## src/fast_serial_port_consts.svh

```systemverilog
// Purpose: offsets, field positions, reset values and timing counts of the fast serial port
// Assumes: APB with 32-bit data, every register one aligned word
// Notes:   register data sits in the low bits, the bits above read as zero
//
// Function
// - bytes go out and come in least significant bit first, high means one
// - block mode transmit stop interval lasts gap value minus nine bit times, one bit time for a gap value of nine or less
// - gap value resets to give a two bit time stop interval
// - receive line is asynchronous and is synchronised before sampling
// - receiver tolerates five percent rate error with divisor of 23 or more
// - byte mode received bytes are pushed into a receive fifo
// - receive-ready flag is high exactly while the receive fifo is not empty
// - block mode received bytes are written straight to the memory port
// - with handshake on, start bit waits while clear-to-send is low
// - request-to-send drops during the third data bit of a handshaked byte
`ifndef FAST_SERIAL_PORT_CONSTS_SVH
`define FAST_SERIAL_PORT_CONSTS_SVH

// register byte addresses
`define FSP_CTRL_ADDR      16'hc070
`define FSP_GAP_ADDR       16'hc074
`define FSP_BAUD_ADDR      16'hc078
`define FSP_TXDATA_ADDR    16'hc07c
`define FSP_RXDATA_ADDR    16'hc080
`define FSP_STATUS_ADDR    16'hc084
`define FSP_IRQ_STAT_ADDR  16'hc088
`define FSP_IRQ_MASK_ADDR  16'hc08c
`define FSP_RXBASE_ADDR    16'hc090

// control fields
`define FSP_CTRL_BLOCK     0
`define FSP_CTRL_HSHAKE    1

// status fields
`define FSP_STAT_RX_BYTE_AVAILABLE     0
`define FSP_STAT_TXBUSY    1
`define FSP_STAT_TXPEND    2

// interrupt fields
`define FSP_IRQ_RXBYTE     0
`define FSP_IRQ_TXDONE     1
`define FSP_IRQ_OVERRUN    2
`define FSP_IRQ_FRAMING    3
`define FSP_IRQ_WIDTH      4

// reset values and timing
`define FSP_GAP_OFFSET     16'h0009
`define FSP_GAP_RESET      16'h000b
`define FSP_BAUD_RESET     16'h0017

`endif

```

## src/fast_serial_port_pkg.sv

```systemverilog
// Purpose: types shared by the fast serial port
// Assumes: nothing beyond the constants header
// Notes:   state codes are one-hot
`default_nettype none
package fast_serial_port_pkg;

  typedef enum logic [4:0] {
    TX_IDLE  = 5'h01,
    TX_CTS   = 5'h02,
    TX_START = 5'h04,
    TX_DATA  = 5'h08,
    TX_STOP  = 5'h10
  } tx_state_type;

  typedef enum logic [3:0] {
    RX_IDLE  = 4'h1,
    RX_START = 4'h2,
    RX_DATA  = 4'h4,
    RX_STOP  = 4'h8
  } rx_state_type;

endpackage
`default_nettype wire

```

## src/fast_serial_port.sv

```systemverilog
// Purpose: fast serial port with byte and block modes, apb register access
// Assumes: pclk 10 MHz; apb inputs synchronous; serial_rx_line asynchronous
// Notes:   bit time is baud_divisor pclk cycles; one transmit holding register
//
// Local design decision: the APB register port.
`include "fast_serial_port_consts.svh"
`default_nettype none
module fast_serial_port
  import fast_serial_port_pkg::*;
#(
  parameter int FIFO_DEPTH = 16,
  parameter int FIFO_AW    = 4,
  parameter int MEM_AW     = 16
) (
  input  wire logic              pclk,
  input  wire logic              presetn,
  input  wire logic              psel,
  input  wire logic              penable,
  input  wire logic              pwrite,
  input  wire logic [15:0]       paddr,
  input  wire logic [31:0]       pwdata,
  output logic      [31:0]       prdata,
  output logic                   pready,
  output logic                   pslverr,
  input  wire logic              serial_rx_line,
  output logic                   serial_tx_line,
  input  wire logic              clear_to_send_in,
  output logic                   request_to_send_out,
  output logic                   mem_wr_valid,
  output logic      [MEM_AW-1:0] mem_wr_addr,
  output logic      [7:0]        mem_wr_data,
  output logic                   irq
);

  ////////////////////////////////////////////////////////////////////////////
  // registers
  logic [1:0]               ctrl_q;
  logic [15:0]              gap_q;
  logic [15:0]              baud_q;
  logic [7:0]               tx_hold_q;
  logic                     tx_pend_q;
  logic [`FSP_IRQ_WIDTH-1:0] istat_q;
  logic [`FSP_IRQ_WIDTH-1:0] imask_q;
  logic [31:0]              prdata_q;
  logic                     pready_q;
  logic                     pslverr_q;
  logic                     irq_q;

  // transmit
  tx_state_type             tx_state_q;
  logic [15:0]              tx_cnt_q;
  logic [15:0]              tx_bits_q;
  logic [7:0]               tx_shift_q;
  logic                     txd_q;
  logic                     rts_q;

  // receive
  rx_state_type             rx_state_q;
  logic                     rx_s1_q;
  logic                     rx_s2_q;
  logic                     rx_prev_q;
  logic [15:0]              rx_cnt_q;
  logic [2:0]               rx_idx_q;
  logic [7:0]               rx_shift_q;

  // fifo and memory port
  logic [7:0]               fifo_mem [FIFO_DEPTH];
  logic [FIFO_AW-1:0]       wr_ptr_q;
  logic [FIFO_AW-1:0]       rd_ptr_q;
  logic [FIFO_AW:0]         count_q;
  logic                     mem_valid_q;
  logic [MEM_AW-1:0]        mem_addr_q;
  logic [7:0]               mem_data_q;

  ////////////////////////////////////////////////////////////////////////////
  // bus decode
  wire logic setup_ph   = psel & ~penable;
  wire logic access_ph  = psel & penable & pready_q;
  wire logic wr_acc     = access_ph & pwrite;
  wire logic rd_acc     = access_ph & ~pwrite;
  wire logic hit_ctrl   = (paddr == `FSP_CTRL_ADDR);
  wire logic hit_gap    = (paddr == `FSP_GAP_ADDR);
  wire logic hit_baud   = (paddr == `FSP_BAUD_ADDR);
  wire logic hit_txdata = (paddr == `FSP_TXDATA_ADDR);
  wire logic hit_rxdata = (paddr == `FSP_RXDATA_ADDR);
  wire logic hit_status = (paddr == `FSP_STATUS_ADDR);
  wire logic hit_istat  = (paddr == `FSP_IRQ_STAT_ADDR);
  wire logic hit_imask  = (paddr == `FSP_IRQ_MASK_ADDR);
  wire logic hit_rxbase = (paddr == `FSP_RXBASE_ADDR);
  wire logic mapped     = hit_ctrl | hit_gap | hit_baud | hit_txdata | hit_rxdata
                        | hit_status | hit_istat | hit_imask | hit_rxbase;

  wire logic block_mode = ctrl_q[`FSP_CTRL_BLOCK];
  wire logic hshake_en  = ctrl_q[`FSP_CTRL_HSHAKE];
  wire logic fifo_empty = (count_q == '0);
  wire logic fifo_full  = (count_q == (FIFO_AW+1)'(FIFO_DEPTH));
  wire logic rx_ready   = ~fifo_empty;
  wire logic tx_busy    = ~tx_state_q[0];
  wire logic [15:0] div = (baud_q == '0) ? 16'h0001 : baud_q;

  // read mux, captured in the setup cycle
  wire logic [31:0] rd_mux =
      hit_ctrl   ? {30'h0, ctrl_q} :
      hit_gap    ? {16'h0, gap_q} :
      hit_baud   ? {16'h0, baud_q} :
      hit_rxdata ? {24'h0, fifo_mem[rd_ptr_q]} :
      hit_status ? {29'h0, tx_pend_q, tx_busy, rx_ready} :
      hit_istat  ? {28'h0, istat_q} :
      hit_imask  ? {28'h0, imask_q} :
      hit_rxbase ? {{(32-MEM_AW){1'b0}}, mem_addr_q} : 32'h0;

  // zero-wait answer: pready rises in the first access cycle
  always_ff @(posedge pclk or negedge presetn) begin
    if (!presetn) begin
      pready_q  <= 1'b0;
      pslverr_q <= 1'b0;
      prdata_q  <= 32'h0;
    end else begin
      pready_q  <= setup_ph;
      pslverr_q <= setup_ph & ~mapped;
      if (setup_ph) prdata_q <= (pwrite | fifo_empty & hit_rxdata) ? 32'h0 : rd_mux;
    end
  end

  // software registers; gap resets to two bit times of stop
  always_ff @(posedge pclk or negedge presetn) begin
    if (!presetn) begin
      ctrl_q  <= 2'h0;
      gap_q   <= `FSP_GAP_RESET;
      baud_q  <= `FSP_BAUD_RESET;
      imask_q <= '0;
    end else if (wr_acc) begin
      if (hit_ctrl)  ctrl_q  <= pwdata[1:0];
      if (hit_gap)   gap_q   <= pwdata[15:0];
      if (hit_baud)  baud_q  <= pwdata[15:0];
      if (hit_imask) imask_q <= pwdata[`FSP_IRQ_WIDTH-1:0];
    end
  end

  ////////////////////////////////////////////////////////////////////////////
  // transmit side
  wire logic tx_write   = wr_acc & hit_txdata;
  wire logic tx_tick    = (tx_cnt_q == div - 16'h0001);
  wire logic tx_done    = tx_state_q[4] & tx_tick & (tx_bits_q == 16'h0000);
  // a pending byte leaves straight from the last stop tick: no idle cycle stretches the gap
  wire logic tx_launch  = (tx_state_q[0] | tx_done) & tx_pend_q;
  wire logic tx_overrun = tx_write & tx_pend_q & ~tx_launch;
  // block mode stop lasts gap-9 bit times, never below one
  wire logic [15:0] stop_bits = (block_mode && gap_q > `FSP_GAP_OFFSET)
                              ? gap_q - `FSP_GAP_OFFSET : 16'h0001;

  // holding register; a write while full is dropped and flagged
  always_ff @(posedge pclk or negedge presetn) begin
    if (!presetn) begin
      tx_pend_q <= 1'b0;
      tx_hold_q <= 8'h00;
    end else if (tx_write && (!tx_pend_q || tx_launch)) begin
      tx_pend_q <= 1'b1;
      tx_hold_q <= pwdata[7:0];
    end else if (tx_launch) begin
      tx_pend_q <= 1'b0;
    end
  end

  // frame sequencer: start, eight data lsb first, stop
  always_ff @(posedge pclk or negedge presetn) begin
    if (!presetn) begin
      tx_state_q <= TX_IDLE;
      tx_cnt_q   <= 16'h0;
      tx_bits_q  <= 16'h0;
      tx_shift_q <= 8'h00;
      txd_q      <= 1'b1;
      rts_q      <= 1'b0;
    end else begin
      tx_cnt_q <= (tx_tick || tx_state_q[0] || tx_state_q[1]) ? 16'h0 : tx_cnt_q + 16'h0001;
      case (tx_state_q)
        TX_IDLE: begin
          txd_q <= 1'b1;
        end
        TX_CTS: begin
          if (clear_to_send_in) begin
            txd_q      <= 1'b0;
            tx_state_q <= TX_START;
          end
        end
        TX_START: begin
          txd_q <= 1'b0;
          if (tx_tick) begin
            txd_q      <= tx_shift_q[0];
            tx_bits_q  <= 16'h0007;
            tx_state_q <= TX_DATA;
          end
        end
        TX_DATA: begin
          if (tx_tick) begin
            tx_shift_q <= {1'b0, tx_shift_q[7:1]};
            if (tx_bits_q == 16'h0006) rts_q <= 1'b0;
            if (tx_bits_q == 16'h0000) begin
              txd_q      <= 1'b1;
              tx_bits_q  <= stop_bits - 16'h0001;
              tx_state_q <= TX_STOP;
            end else begin
              txd_q     <= tx_shift_q[1];
              tx_bits_q <= tx_bits_q - 16'h0001;
            end
          end
        end
        TX_STOP: begin
          txd_q <= 1'b1;
          if (tx_tick) begin
            if (tx_bits_q == 16'h0000) tx_state_q <= TX_IDLE;
            else tx_bits_q <= tx_bits_q - 16'h0001;
          end
        end
        default: tx_state_q <= TX_IDLE;
      endcase
      // launch: without handshake the start bit goes low at once, so it lasts a full bit
      if (tx_launch) begin
        tx_shift_q <= tx_hold_q;
        rts_q      <= hshake_en;
        txd_q      <= hshake_en;
        tx_state_q <= hshake_en ? TX_CTS : TX_START;
      end
    end
  end

  ////////////////////////////////////////////////////////////////////////////
  // receive side
  // two-flop synchroniser; only rx_s2_q is looked at
  always_ff @(posedge pclk or negedge presetn) begin
    if (!presetn) begin
      rx_s1_q   <= 1'b1;
      rx_s2_q   <= 1'b1;
      rx_prev_q <= 1'b1;
    end else begin
      rx_s1_q   <= serial_rx_line;
      rx_s2_q   <= rx_s1_q;
      rx_prev_q <= rx_s2_q;
    end
  end

  wire logic rx_fall = rx_prev_q & ~rx_s2_q;
  wire logic rx_half = (rx_cnt_q == (div >> 1));
  wire logic rx_tick = (rx_cnt_q == div - 16'h0001);
  wire logic rx_stop = rx_state_q[3] & rx_tick;
  wire logic rx_good = rx_stop & rx_s2_q;
  wire logic rx_ferr = rx_stop & ~rx_s2_q;
  wire logic pop     = rd_acc & hit_rxdata & ~fifo_empty;
  wire logic push    = rx_good & ~block_mode & (~fifo_full | pop);
  wire logic rx_ovr  = rx_good & ~block_mode & fifo_full & ~pop;

  // centre sampling: realign at start bit middle keeps drift to the nine bit times up to the stop sample
  always_ff @(posedge pclk or negedge presetn) begin
    if (!presetn) begin
      rx_state_q <= RX_IDLE;
      rx_cnt_q   <= 16'h0;
      rx_idx_q   <= 3'h0;
      rx_shift_q <= 8'h00;
    end else begin
      rx_cnt_q <= rx_cnt_q + 16'h0001;
      case (rx_state_q)
        RX_IDLE: begin
          rx_cnt_q <= 16'h0;
          if (rx_fall) rx_state_q <= RX_START;
        end
        RX_START: begin
          if (rx_half) begin
            rx_cnt_q   <= 16'h0;
            rx_idx_q   <= 3'h0;
            rx_state_q <= rx_s2_q ? RX_IDLE : RX_DATA;
          end
        end
        RX_DATA: begin
          if (rx_tick) begin
            rx_cnt_q   <= 16'h0;
            rx_shift_q <= {rx_s2_q, rx_shift_q[7:1]};
            rx_idx_q   <= rx_idx_q + 3'h1;
            if (rx_idx_q == 3'h7) rx_state_q <= RX_STOP;
          end
        end
        RX_STOP: begin
          if (rx_tick) rx_state_q <= RX_IDLE;
        end
        default: rx_state_q <= RX_IDLE;
      endcase
    end
  end

  // byte mode fifo; occupancy drives the ready flag
  always_ff @(posedge pclk) begin
    if (push) fifo_mem[wr_ptr_q] <= rx_shift_q;
  end

  always_ff @(posedge pclk or negedge presetn) begin
    if (!presetn) begin
      wr_ptr_q <= '0;
      rd_ptr_q <= '0;
      count_q  <= '0;
    end else begin
      if (push) wr_ptr_q <= (wr_ptr_q == FIFO_AW'(FIFO_DEPTH - 1)) ? '0 : wr_ptr_q + 1'b1;
      if (pop)  rd_ptr_q <= (rd_ptr_q == FIFO_AW'(FIFO_DEPTH - 1)) ? '0 : rd_ptr_q + 1'b1;
      count_q <= count_q + (FIFO_AW+1)'(push) - (FIFO_AW+1)'(pop);
    end
  end

  // block mode: bytes bypass the fifo to the memory write port
  always_ff @(posedge pclk or negedge presetn) begin
    if (!presetn) begin
      mem_valid_q <= 1'b0;
      mem_addr_q  <= '0;
      mem_data_q  <= 8'h00;
    end else begin
      mem_valid_q <= rx_good & block_mode;
      if (rx_good && block_mode) mem_data_q <= rx_shift_q;
      if (wr_acc && hit_rxbase) mem_addr_q <= pwdata[MEM_AW-1:0];
      else if (mem_valid_q) mem_addr_q <= mem_addr_q + 1'b1;
    end
  end

  ////////////////////////////////////////////////////////////////////////////
  // interrupts: sticky, write one to clear, a new event wins over the clear
  wire logic [`FSP_IRQ_WIDTH-1:0] events = {rx_ferr, rx_ovr | tx_overrun, tx_done, rx_good};
  wire logic [`FSP_IRQ_WIDTH-1:0] wclr   = (wr_acc & hit_istat)
                                          ? pwdata[`FSP_IRQ_WIDTH-1:0] : '0;

  always_ff @(posedge pclk or negedge presetn) begin
    if (!presetn) begin
      istat_q <= '0;
      irq_q   <= 1'b0;
    end else begin
      istat_q <= (istat_q & ~wclr) | events;
      irq_q   <= |(((istat_q & ~wclr) | events) & imask_q);
    end
  end

  ////////////////////////////////////////////////////////////////////////////
  // outputs, all from flops
  assign prdata              = prdata_q;
  assign pready              = pready_q;
  assign pslverr             = pslverr_q;
  assign serial_tx_line      = txd_q;
  assign request_to_send_out = rts_q;
  assign mem_wr_valid        = mem_valid_q;
  assign mem_wr_addr         = mem_addr_q;
  assign mem_wr_data         = mem_data_q;
  assign irq                 = irq_q;

endmodule // fast_serial_port
`default_nettype wire

```

## config.mk

```make
export PLATFORM = sky130hd
export DESIGN_NAME = fast_serial_port
export DESIGN_NICKNAME = d
export VERILOG_FILES = /design/src/fast_serial_port_pkg.sv /design/src/fast_serial_port.sv
export VERILOG_INCLUDE_DIRS = /design/src
export SDC_FILE = /design/constraint.sdc
export NUM_CORES = 1
export LEC_CHECK = 0
export BUFFER_PORTS_ARGS = -buffer_cell sky130_fd_sc_hd__buf_2
export CAP_MARGIN = 25
export CORE_ASPECT_RATIO = 0.75
export CORE_MARGIN = 3
export CORE_UTILIZATION = 55
export CTS_CLUSTER_DIAMETER = 60
export CTS_CLUSTER_SIZE = 28
export DETAILED_ROUTE_END_ITERATION = 10
export PLACE_DENSITY = 0.74
export SYNTH_ARGS = -nofsm -noshare
export SYNTH_HDL_FRONTEND = slang
export SYNTH_SLANG_ARGS = --single-unit
```

## constraint.sdc

```tcl
create_clock -name pclk -period 5.4 [get_ports pclk]
set_input_delay 0.54 -clock pclk [delete_from_list [all_inputs] [get_ports pclk]]
set_output_delay 0.54 -clock pclk [all_outputs]
set_load 0.01 [all_outputs]
```

==> results of run 1 <==
[flip-flops by register name, summed over array words and instances (netlist names), 16 cells and up]
name         cells
mem_wr_addr     16
rx_cnt_q        16
tx_bits_q       16
baud_q          16
gap_q           16
prdata          16
tx_cnt_q        16
fifo_mem       128
[report_power, final]
| part | internal [mW] | switching, mW | total [mW] |
|---|---|---|---|
| registers | 2.52 | 0.0331 | 2.55 |
| logic | 0.0890 | 0.171 | 0.260 |
| clock network | 0.798 | 0.961 | 1.76 |
[critical path, delay by kind of cell (launching register included)]
family	cells	cell delay [ns]
compound gates	2	0.20
fa+ha+maj	4	1.12
buf+inv	5	0.45
simple gates	11	2.47
flops	1	0.48
xor+xnor	1	0.12
[final timing paths]
| path | from | endpoint | slack, ns | depth (start not counted) |
|---|---|---|---|---|
| worst max-delay path | baud_q[2]$_DFFE_PN1P_ | count_q[4]$_DFF_PN0_ | 0.42 | 23 |
| worst max register to register | baud_q[2]$_DFFE_PN1P_ | count_q[4]$_DFF_PN0_ | 0.42 | 23 |
| worst min-delay path | serial_rx_line | rx_s1_q$_DFF_PN1_ | 0.11 | 1 |
| max in group asynchronous | presetn | tx_state_q[3]$_DFFE_PN0P_ | 3.78 | 3 |
| min in group asynchronous | presetn | prdata[5]$_DFFE_PN0P_ | 0.39 | 2 |
| worst min register to register | rx_s1_q$_DFF_PN1_ | rx_s2_q$_DFF_PN1_ | 0.36 | 0 |
[logic make-up after synthesis]
| group | after synthesis | synth area share |
|---|---|---|
| mux | 105 | 0.0981 |
| compound gates | 251 | 0.101 |
| buf+inv | 139 | 0.0376 |
| flops | 317 | 0.520 |
| fa+ha+maj | 23 | 0.0179 |
| xor+xnor | 110 | 0.0601 |
| simple gates | 531 | 0.165 |
| other cells | 1 | 0.000227 |
[placed cells by master, fill, tap and decap left out, types with 23 or more instances in the layout]
cell,Yosys,layout
and3_1,29,29
nand3_1,45,45
dfrtp_1,176,175
nor3_1,40,40
inv_1,39,39
xor2_1,72,72
mux2_2,52,52
nor2_1,127,127
buf_2,13,83
nand2_1,143,143
nor4_1,25,23
a21oi_1,63,63
mux4_2,40,40
o21ai_0,66,66
xnor2_1,36,36
edfxtp_1,128,128
buf_4,18,43
[layer usage]
layer | vias up | routed length [um]
met1 | 6133 | 19100
met2 | 562 | 18800
li1 | 5554 | -
met5 | - | 0
met4 | 0 | 809
met3 | 53 | 4140
[final cells by class]
| class | instances | area (um^2) | area share |
|---|---|---|---|
| inverters | 39 | 146 | 0.00806 |
| flip-flops and latches | 317 | 8590 | 0.473 |
| clock inverters | 14 | 213 | 0.0117 |
| well taps | 392 | 490 | 0.0270 |
| clock buffers | 23 | 533 | 0.0293 |
| repair buffers | 130 | 810 | 0.0446 |
| multi-input cells | 1036 | 7380 | 0.406 |
[through the flow]
step	hold WS [ns]	instance area (um^2)	setup slack (ns)
2_1_floorplan	0.244	16600	0.480
3_3_place_gp	0.346	17400	0.570
3_5_place_dp	0.350	17400	0.429
4_1_cts	0.0886	18100	0.372
5_1_grt	0.0697	18200	0.0168
6_report	0.105	18200	0.422
[repair_timing]
| item | in CTS | in global routing |
|---|---|---|
| resized for setup | 0 | 2 |
| hold endpoints to repair | 11 | 0 |
| setup endpoints to repair | 0 | 1 |
| hold buffers | 1 | 0 |
==> results.cfg, run 1 <==
[timing]
period_share = 0.922
fin_setup_tns_ns = 0
slew_headroom = 0.299
fin_skew_ns = 0.0307
final.min_clock_period_ns = 4.98
hold_violations = 0
setup_viol = 0
finalMaxSlewViolations = 0
fmax_ghz = 0.201
rsz0062_at_grt = false
worst_pin_slew_ns = 1.05

[clocking]
htree_levels = 1
numClockSinks = 317
cts_buffer_depth = 3
clk_latency_ns = 0.54
cts_tree = done
clk_pin_slew_ns = 0.11
cts_root_buf = clkbuf_16
cts_setup_buffers = 0
numCtsBuffers = 21

[placement]
globalplace.congestion = 0.919
port_buffers = 84
dpl.hpwl_um = 30900
post-place-cells = 1911

[floorplan]
die_w_um = 206
io_pins = 117
core_um2 = 29300
die-height_um = 156
dieArea_um2 = 32100
rows = 54
start_util = 0.563

[route]
via_per_inst = 6.31
drtIter0Drc = 1419
vias = 12302
drc = 0
first_pass_iters = 7
wirelength_um = 42900
wl_per_cell_um = 22.0
ant_nets = 0

[setup_path]
crit_path_start_kind = flop
crit_type = flop to flop
path_max_fanout = 11
slowest_stage = nor4_4
max_stage_delay_ns = 0.59
cp_data_arrival_time_ns = 5.39
worst_path_most_repeated_cell = inv_1
crit_chain = nor4_4, and4_1, nor2_1, ha_2, nor3b_2, buf_4, nand4_1, nand4b_1, a21oi_1, nand4_1, nor3_4, nor4b_2, inv_1, ha_1, inv_1, ha_1, inv_1, fa_1, inv_1, a21oi_1, nor2_1, nor2_1, xnor2_1
worstPathRequired_ns = 5.82
endpoint_kind = flop

[power_and_ir_drop]
ir_worst_vdd_v = 0.000200
powerDensity_nw_per_um2 = 252
total_power_mw = 4.57
p_leak_nw = 7.49

[final_layout]
fin_nets = 1623
fill_cells = 2316
drive_above_1_share = 0.194
stdcell_count = 1951
n_antenna_cell = 0
areaGrowthSynthToFinish_pct = 10.0
final_util = 0.619

[global_route]
grt_use_met1 = 0.424
grt_max_degree = 177
busiest_layer = met1
grt_pass1_wl_um = 67100
grt_pass1_vias = 11621
antenna_found_initial = 0
grtUsageMet2 = 0.389
grt_usage = 0.268
grt_overflow = 0
met3_usage = 0.0544

[flow_run]
maxCapViolations = 0

[yosys]
synth-edff-count = 128
synth_ff_type = dfrtp_1
syn_inst = 1477
post-synth-top-area-fraction = 0.267
synth_top_area_cell = dfrtp_1
synth_seq_area_share = 0.520
synthTopCellsByArea = dfrtp_1, edfxtp_1, mux4_2
yosys_warnings = 0
syn-cell-area_um2 = 16500
ys_ff_latch = 317
yosysUniqueCellTypes = 95
avgSynthCellArea_um2 = 11.2
synthTopCellsByCount = dfrtp_1, nand2_1, edfxtp_1, nor2_1, xor2_1
ys_async_sr_fraction = 0.596
synth.most_common_cell = dfrtp_1

[min_path]
min_path_type = primary input to flop

[outcome]
status = completed
Note: power is estimated with default switching activity, not from simulation.
==> run 2, diff against run 1 <==
Settings changed: RECOVER_POWER set to 25.
==> run 2 against run 1 <==
  * The flow now finishes with violations (capacitance limit, slew limit)
  * First-iteration DRC count down 0.21%
  * Non-clock buffer count did not move
  * Cell count unchanged
  * Largest power group unchanged
==> results.cfg, run 2 (same netlist as run 1, synthesis figures left out) <==
[placement]
port_buffers = 84
globalplace.congestion = 0.919
dpl.hpwl_um = 30900

[global_route]
grt_pass1_wl_um = 67100
grt_usage = 0.268
antenna_found_initial = 0
grt_max_degree = 177
grt_pass1_vias = 11621
grt_overflow = 0

[final_layout]
multi_input_area_um2 = 7380
areaGrowthSynthToFinish_pct = 9.81
seqCellArea_um2 = 8590
regMostFlops = fifo_mem
final_cell_mix = dfrtp_1, nand2_1, edfxtp_1
fin_nets = 1623
drive_above_1_share = 0.187
largest_reg_flops = 128
final_util = 0.618
n_antenna_cell = 0
fill_cells = 2326
final_common_cell = dfrtp_1

[floorplan]
core_um2 = 29300
die_w_um = 206
dieArea_um2 = 32100
start_util = 0.563
die-height_um = 156
io_pins = 117
rows = 54

[timing]
fin_skew_ns = 0.0303
fmax_ghz = 0.201
worst_pin_slew_ns = 2.46
rsz0062_at_grt = false
hold_violations = 0
slew_headroom = -0.643
fin_setup_tns_ns = 0
period_share = 0.921
finalMaxSlewViolations = 177
final.min_clock_period_ns = 4.98
setup_viol = 0

[clocking]
cts_buffer_depth = 3
htree_levels = 1
cts_tree = done
cts_root_buf = clkbuf_16
numClockSinks = 317
numCtsBuffers = 21
clk_latency_ns = 0.54
clk_pin_slew_ns = 0.11
cts_setup_buffers = 0

[flow_run]
maxCapViolations = 1

[route]
vias = 12299
first_pass_iters = 6
wirelength_um = 42900
drc = 0
ant_nets = 0
drtIter0Drc = 1416
wl_per_cell_um = 22.0
via_per_inst = 6.30

[setup_path]
cp_data_arrival_time_ns = 5.39
endpoint_kind = flop
rrSetupSlack_ns = 0.42
crit_path_start_kind = flop
worstPathRequired_ns = 5.82
crit_type = flop to flop
path_max_fanout = 11

[outcome]
status = complete, but fails checks
violations = capacitance limit, slew limit

[power_and_ir_drop]
ir_worst_vdd_v = 0.000200
powerDensity_nw_per_um2 = 252
p_leak_nw = 7.45

[min_path]
min_path_type = primary input to flop
==> run 2: cell count changes in the layout (fill, tap and decap cells not counted) <==
cell      change
clkbuf_4      +1
clkbuf_8      -1
dfstp_1       +1
clkbuf_1     +10
buf_4         -1
buf_2         -8
buf_12        -1
dfstp_2       -1
==> run 2: cell type report <==
cell class	instances	share of cell area
clock buffer	23	0.0294
clock inverter	14	0.0117
inverter	39	0.00808
multi-input combinational	1036	0.407
sequential	317	0.474
tap	392	0.0271
timing repair buffer	130	0.0427
==> run 2: through the flow <==
stage / total power, mW / hold slack, ns / instances / setup WS [ns] / area, um^2
2_1_floorplan: 2.73 / 0.244 / 1492 / 0.480 / 16600
3_3_place_gp: 2.84 / 0.346 / 1911 / 0.570 / 17400
3_5_place_dp: 2.85 / 0.350 / 1911 / 0.429 / 17400
4_1_cts: 4.59 / 0.0886 / 1949 / 0.372 / 18100
5_1_grt: 4.72 / 0.0697 / 1951 / 0.0168 / 18100
6_report: 4.57 / 0.105 / 1951 / 0.425 / 18100
==> run 2: worst paths after layout <==
path                                            start                 endpoint  cells past startpoint
worst max-delay path            baud_q[2]$_DFFE_PN1P_     count_q[4]$_DFF_PN0_                     23
worst min-delay path                   serial_rx_line        rx_s1_q$_DFF_PN1_                      1
worst max register to register  baud_q[2]$_DFFE_PN1P_     count_q[4]$_DFF_PN0_                     23
worst min register to register      rx_s1_q$_DFF_PN1_        rx_s2_q$_DFF_PN1_                      0
max in group asynchronous                     presetn  rd_ptr_q[0]$_DFFE_PN0P_                      3
min in group asynchronous                     presetn    prdata[5]$_DFFE_PN0P_                      2
==> run 2: timing repair <==
item	in CTS	in global routing
resized for setup	0	2
endpoints found under the setup margin	0	1
hold buffers	1	0
hold endpoints to repair	11	0
==> run 2: worst max-delay path: stages (launching register included) <==
cell and delay (ns):
dfstp_2 0.48, nor4_4 0.59, and4_1 0.34, nor2_1 0.06
ha_2 0.24, nor3b_2 0.18, buf_4 0.17, nand4_1 0.09
nand4b_1 0.15, a21oi_1 0.14, nand4_1 0.20, nor3_4 0.39
nor4b_2 0.31, inv_1 0.07, ha_1 0.27, inv_1 0.06
ha_1 0.18, inv_1 0.07, fa_1 0.43, inv_1 0.07
a21oi_1 0.06, nor2_1 0.09, nor2_1 0.07, xnor2_1 0.12
==> run 2: metal layers <==
metal,global-route usage,wire length (um)
met2,0.389,18800
met3,0.0544,4280
met4,0.0491,821
met5,0.00744,0
met1,0.424,18900
==> run 2: where the power goes <==
group | switching (mW) | total [mW] | leakage, nW | internal, mW
combinational | 0.171 | 0.258 | 3.45 | 0.0865
sequential | 0.0332 | 2.55 | 3.64 | 2.52
clock | 0.960 | 1.76 | 0.354 | 0.798
total | 1.16 | 4.57 | 7.45 | 3.40
==> run 3, diff against run 2 <==
Settings changed: SLEW_MARGIN set to 0.
Clock period 5.4 ns to 4.64 ns, I/O delays scaled along.
==> run 3 against run 2 <==
  * The flow still finishes with violations (capacitance limit, slew limit)
  * Core utilization up 0.22 points
  * Maximum frequency up 14%
  * Sequential cell count unchanged
  * Sequential power up 16%
  * Clock skew down 0.0067 ns
  * Total power up 16%
  * Count of clock-buffer cells in the layout down 1
  * Design area up 0.35%
  * Global-route usage down 0.33 points
==> results.cfg, run 3 (same netlist as run 1, synthesis figures left out) <==
[outcome]
violations = capacitance limit, slew limit
status = complete, but fails checks

[timing]
period_share = 0.943
fin_setup_tns_ns = 0
worst_pin_slew_ns = 2.84
slew_headroom = -0.896
hold_violations = 0
final.min_clock_period_ns = 4.38
setup_viol = 0
finalMaxSlewViolations = 111
rsz0062_at_grt = false
fin_skew_ns = 0.0237
fmax_ghz = 0.228

[setup_path]
path_max_fanout = 9
worstPathRequired_ns = 5.05
cp_data_arrival_time_ns = 4.79
crit_path_end = count_q[4]$_DFF_PN0_
crit_type = flop to flop
crit_start = baud_q[1]$_DFFE_PN1P_
reg2reg_from = baud_q[1]$_DFFE_PN1P_
r2r-end = count_q[4]$_DFF_PN0_
rrSetupSlack_ns = 0.26
endpoint_kind = flop
rr_worst_depth = 22
crit_path_start_kind = flop

[final_layout]
drive_above_1_share = 0.198
largest_reg_flops = 128
fin_nets = 1628
final_util = 0.620
areaGrowthSynthToFinish_pct = 10.2
regMostFlops = fifo_mem
final_cell_mix = dfrtp_1, nand2_1, edfxtp_1
n_antenna_cell = 0
final_common_cell = dfrtp_1
fill_cells = 2382

[global_route]
grt_pass1_wl_um = 67000
grt_overflow = 0
antenna_found_initial = 0
grt_max_degree = 111
grt_usage = 0.265
grt_pass1_vias = 11835

[clocking]
htree_levels = 1
cts_buffer_depth = 3
clk_latency_ns = 0.54
holdBufCountCts = 0
clk_pin_slew_ns = 0.09
numClockSinks = 317
cts_tree = done
numCtsBuffers = 21
cts_root_buf = clkbuf_16

[floorplan]
start_util = 0.563
core_um2 = 29300
rows = 54
die-height_um = 156
dieArea_um2 = 32100
io_pins = 117
die_w_um = 206

[placement]
globalplace.congestion = 0.918
port_buffers = 84
dpl.hpwl_um = 30200

[flow_run]
maxCapViolations = 1

[min_path]
min_path_type = primary input to flop
whs_path_depth = 1

[route]
first_pass_iters = 6
ant_nets = 0
drtIter0Drc = 1393
wl_per_cell_um = 21.6
wirelength_um = 42300
drc = 0
vias = 12293
via_per_inst = 6.28

[power_and_ir_drop]
ir_worst_vdd_v = 0.000216
internal-power_mw = 3.96
p_leak_nw = 7.52
pwr-share-clk = 0.385
p_seq_frac = 0.558
switching_power_mw = 1.35
powerDensity_nw_per_um2 = 292
power.share.switching = 0.255
combPwrFrac = 0.057
==> run 3: cell count changes in the layout (fill, tap and decap cells not counted), moves of 2 or more <==
cell / change
clkbuf_1: -10
buf_4: +8
buf_2: +8
inv_8: +2
==> run 3: power by group through the flow <==
stage	sequential [mW]	combinational [mW]	clock [mW]
after floorplan	3.01	0.170	0
after global placement	3.02	0.283	0
after detailed placement	3.02	0.291	0
after CTS	2.97	0.293	2.08
after global routing	2.97	0.331	2.19
final	2.97	0.304	2.05
==> run 3: worst max-delay path, stage by stage, from the launching register on <==
cell and delay [ns]:
dfstp_2 0.54, nor3_2 0.06, and4_1 0.21, nor2_1 0.09
ha_1 0.23, nor3b_4 0.42, a22oi_1 0.17, nand4b_1 0.23
a21oi_1 0.14, nand4_1 0.22, nor3_4 0.30, nor4b_4 0.28
inv_1 0.07, ha_1 0.27, inv_1 0.06, ha_1 0.17
inv_1 0.07, fa_2 0.37, inv_1 0.06, a21oi_1 0.05
nor2_1 0.09, nor2_1 0.05, xnor2_1 0.11
==> run 3: layout make-up <==
type	instances	area, um^2	area share
inverters	39	146	0.00805
repair buffers	135	800	0.0440
clock buffers	22	529	0.0291
flip-flops and latches	317	8590	0.472
clock inverters	15	215	0.0118
multi-input cells	1036	7420	0.408
well taps	392	490	0.0270
==> run 3: timing repair <==
item	CTS	global route
hold endpoints to repair	0	0
setup endpoints to repair	0	1
setup buffers	0	1
resized for setup	0	3
==> run 3: layer usage <==
layer / up-vias / global-route usage / share of wire
li1: 5562 / - / -
met1: 6113 / 0.405 / 0.44
met2: 552 / 0.393 / 0.44
met3: 66 / 0.0599 / 0.096
met4: 0 / 0.0536 / 0.020
met5: - / 0 / 0
==> run 3: worst min-delay path by stage <==
| stage | from | endpoint | slack (ns) |
|---|---|---|---|
| final | serial_rx_line | rx_s1_q$_DFF_PN1_ | 0.04 |
| after CTS | serial_rx_line | rx_s1_q$_DFF_PN1_ | 0.02 |
| after global placement | rx_s1_q$_DFF_PN1_ | rx_s2_q$_DFF_PN1_ | 0.37 |
| after floorplan | presetn | baud_q[10]$_DFFE_PN0P_ | 0.17 |
| after global routing | serial_rx_line | rx_s1_q$_DFF_PN1_ | 0.02 |
| after detailed placement | rx_s1_q$_DFF_PN1_ | rx_s2_q$_DFF_PN1_ | 0.37 |
==> run 3: metrics by stage <==
stage / setup WS [ns] / hold slack, ns / instance area (um^2) / power (mW) / std cells
5_1_grt: 0.0455 / 0.0235 / 18200 / 5.49 / 1956
3_3_place_gp: 0.363 / 0.373 / 17400 / 3.31 / 1918
2_1_floorplan: 0.0315 / 0.168 / 16600 / 3.18 / 1492
6_report: 0.263 / 0.0362 / 18200 / 5.32 / 1956
3_5_place_dp: 0.223 / 0.370 / 17400 / 3.32 / 1918
4_1_cts: 0.162 / 0.0186 / 18200 / 5.34 / 1955
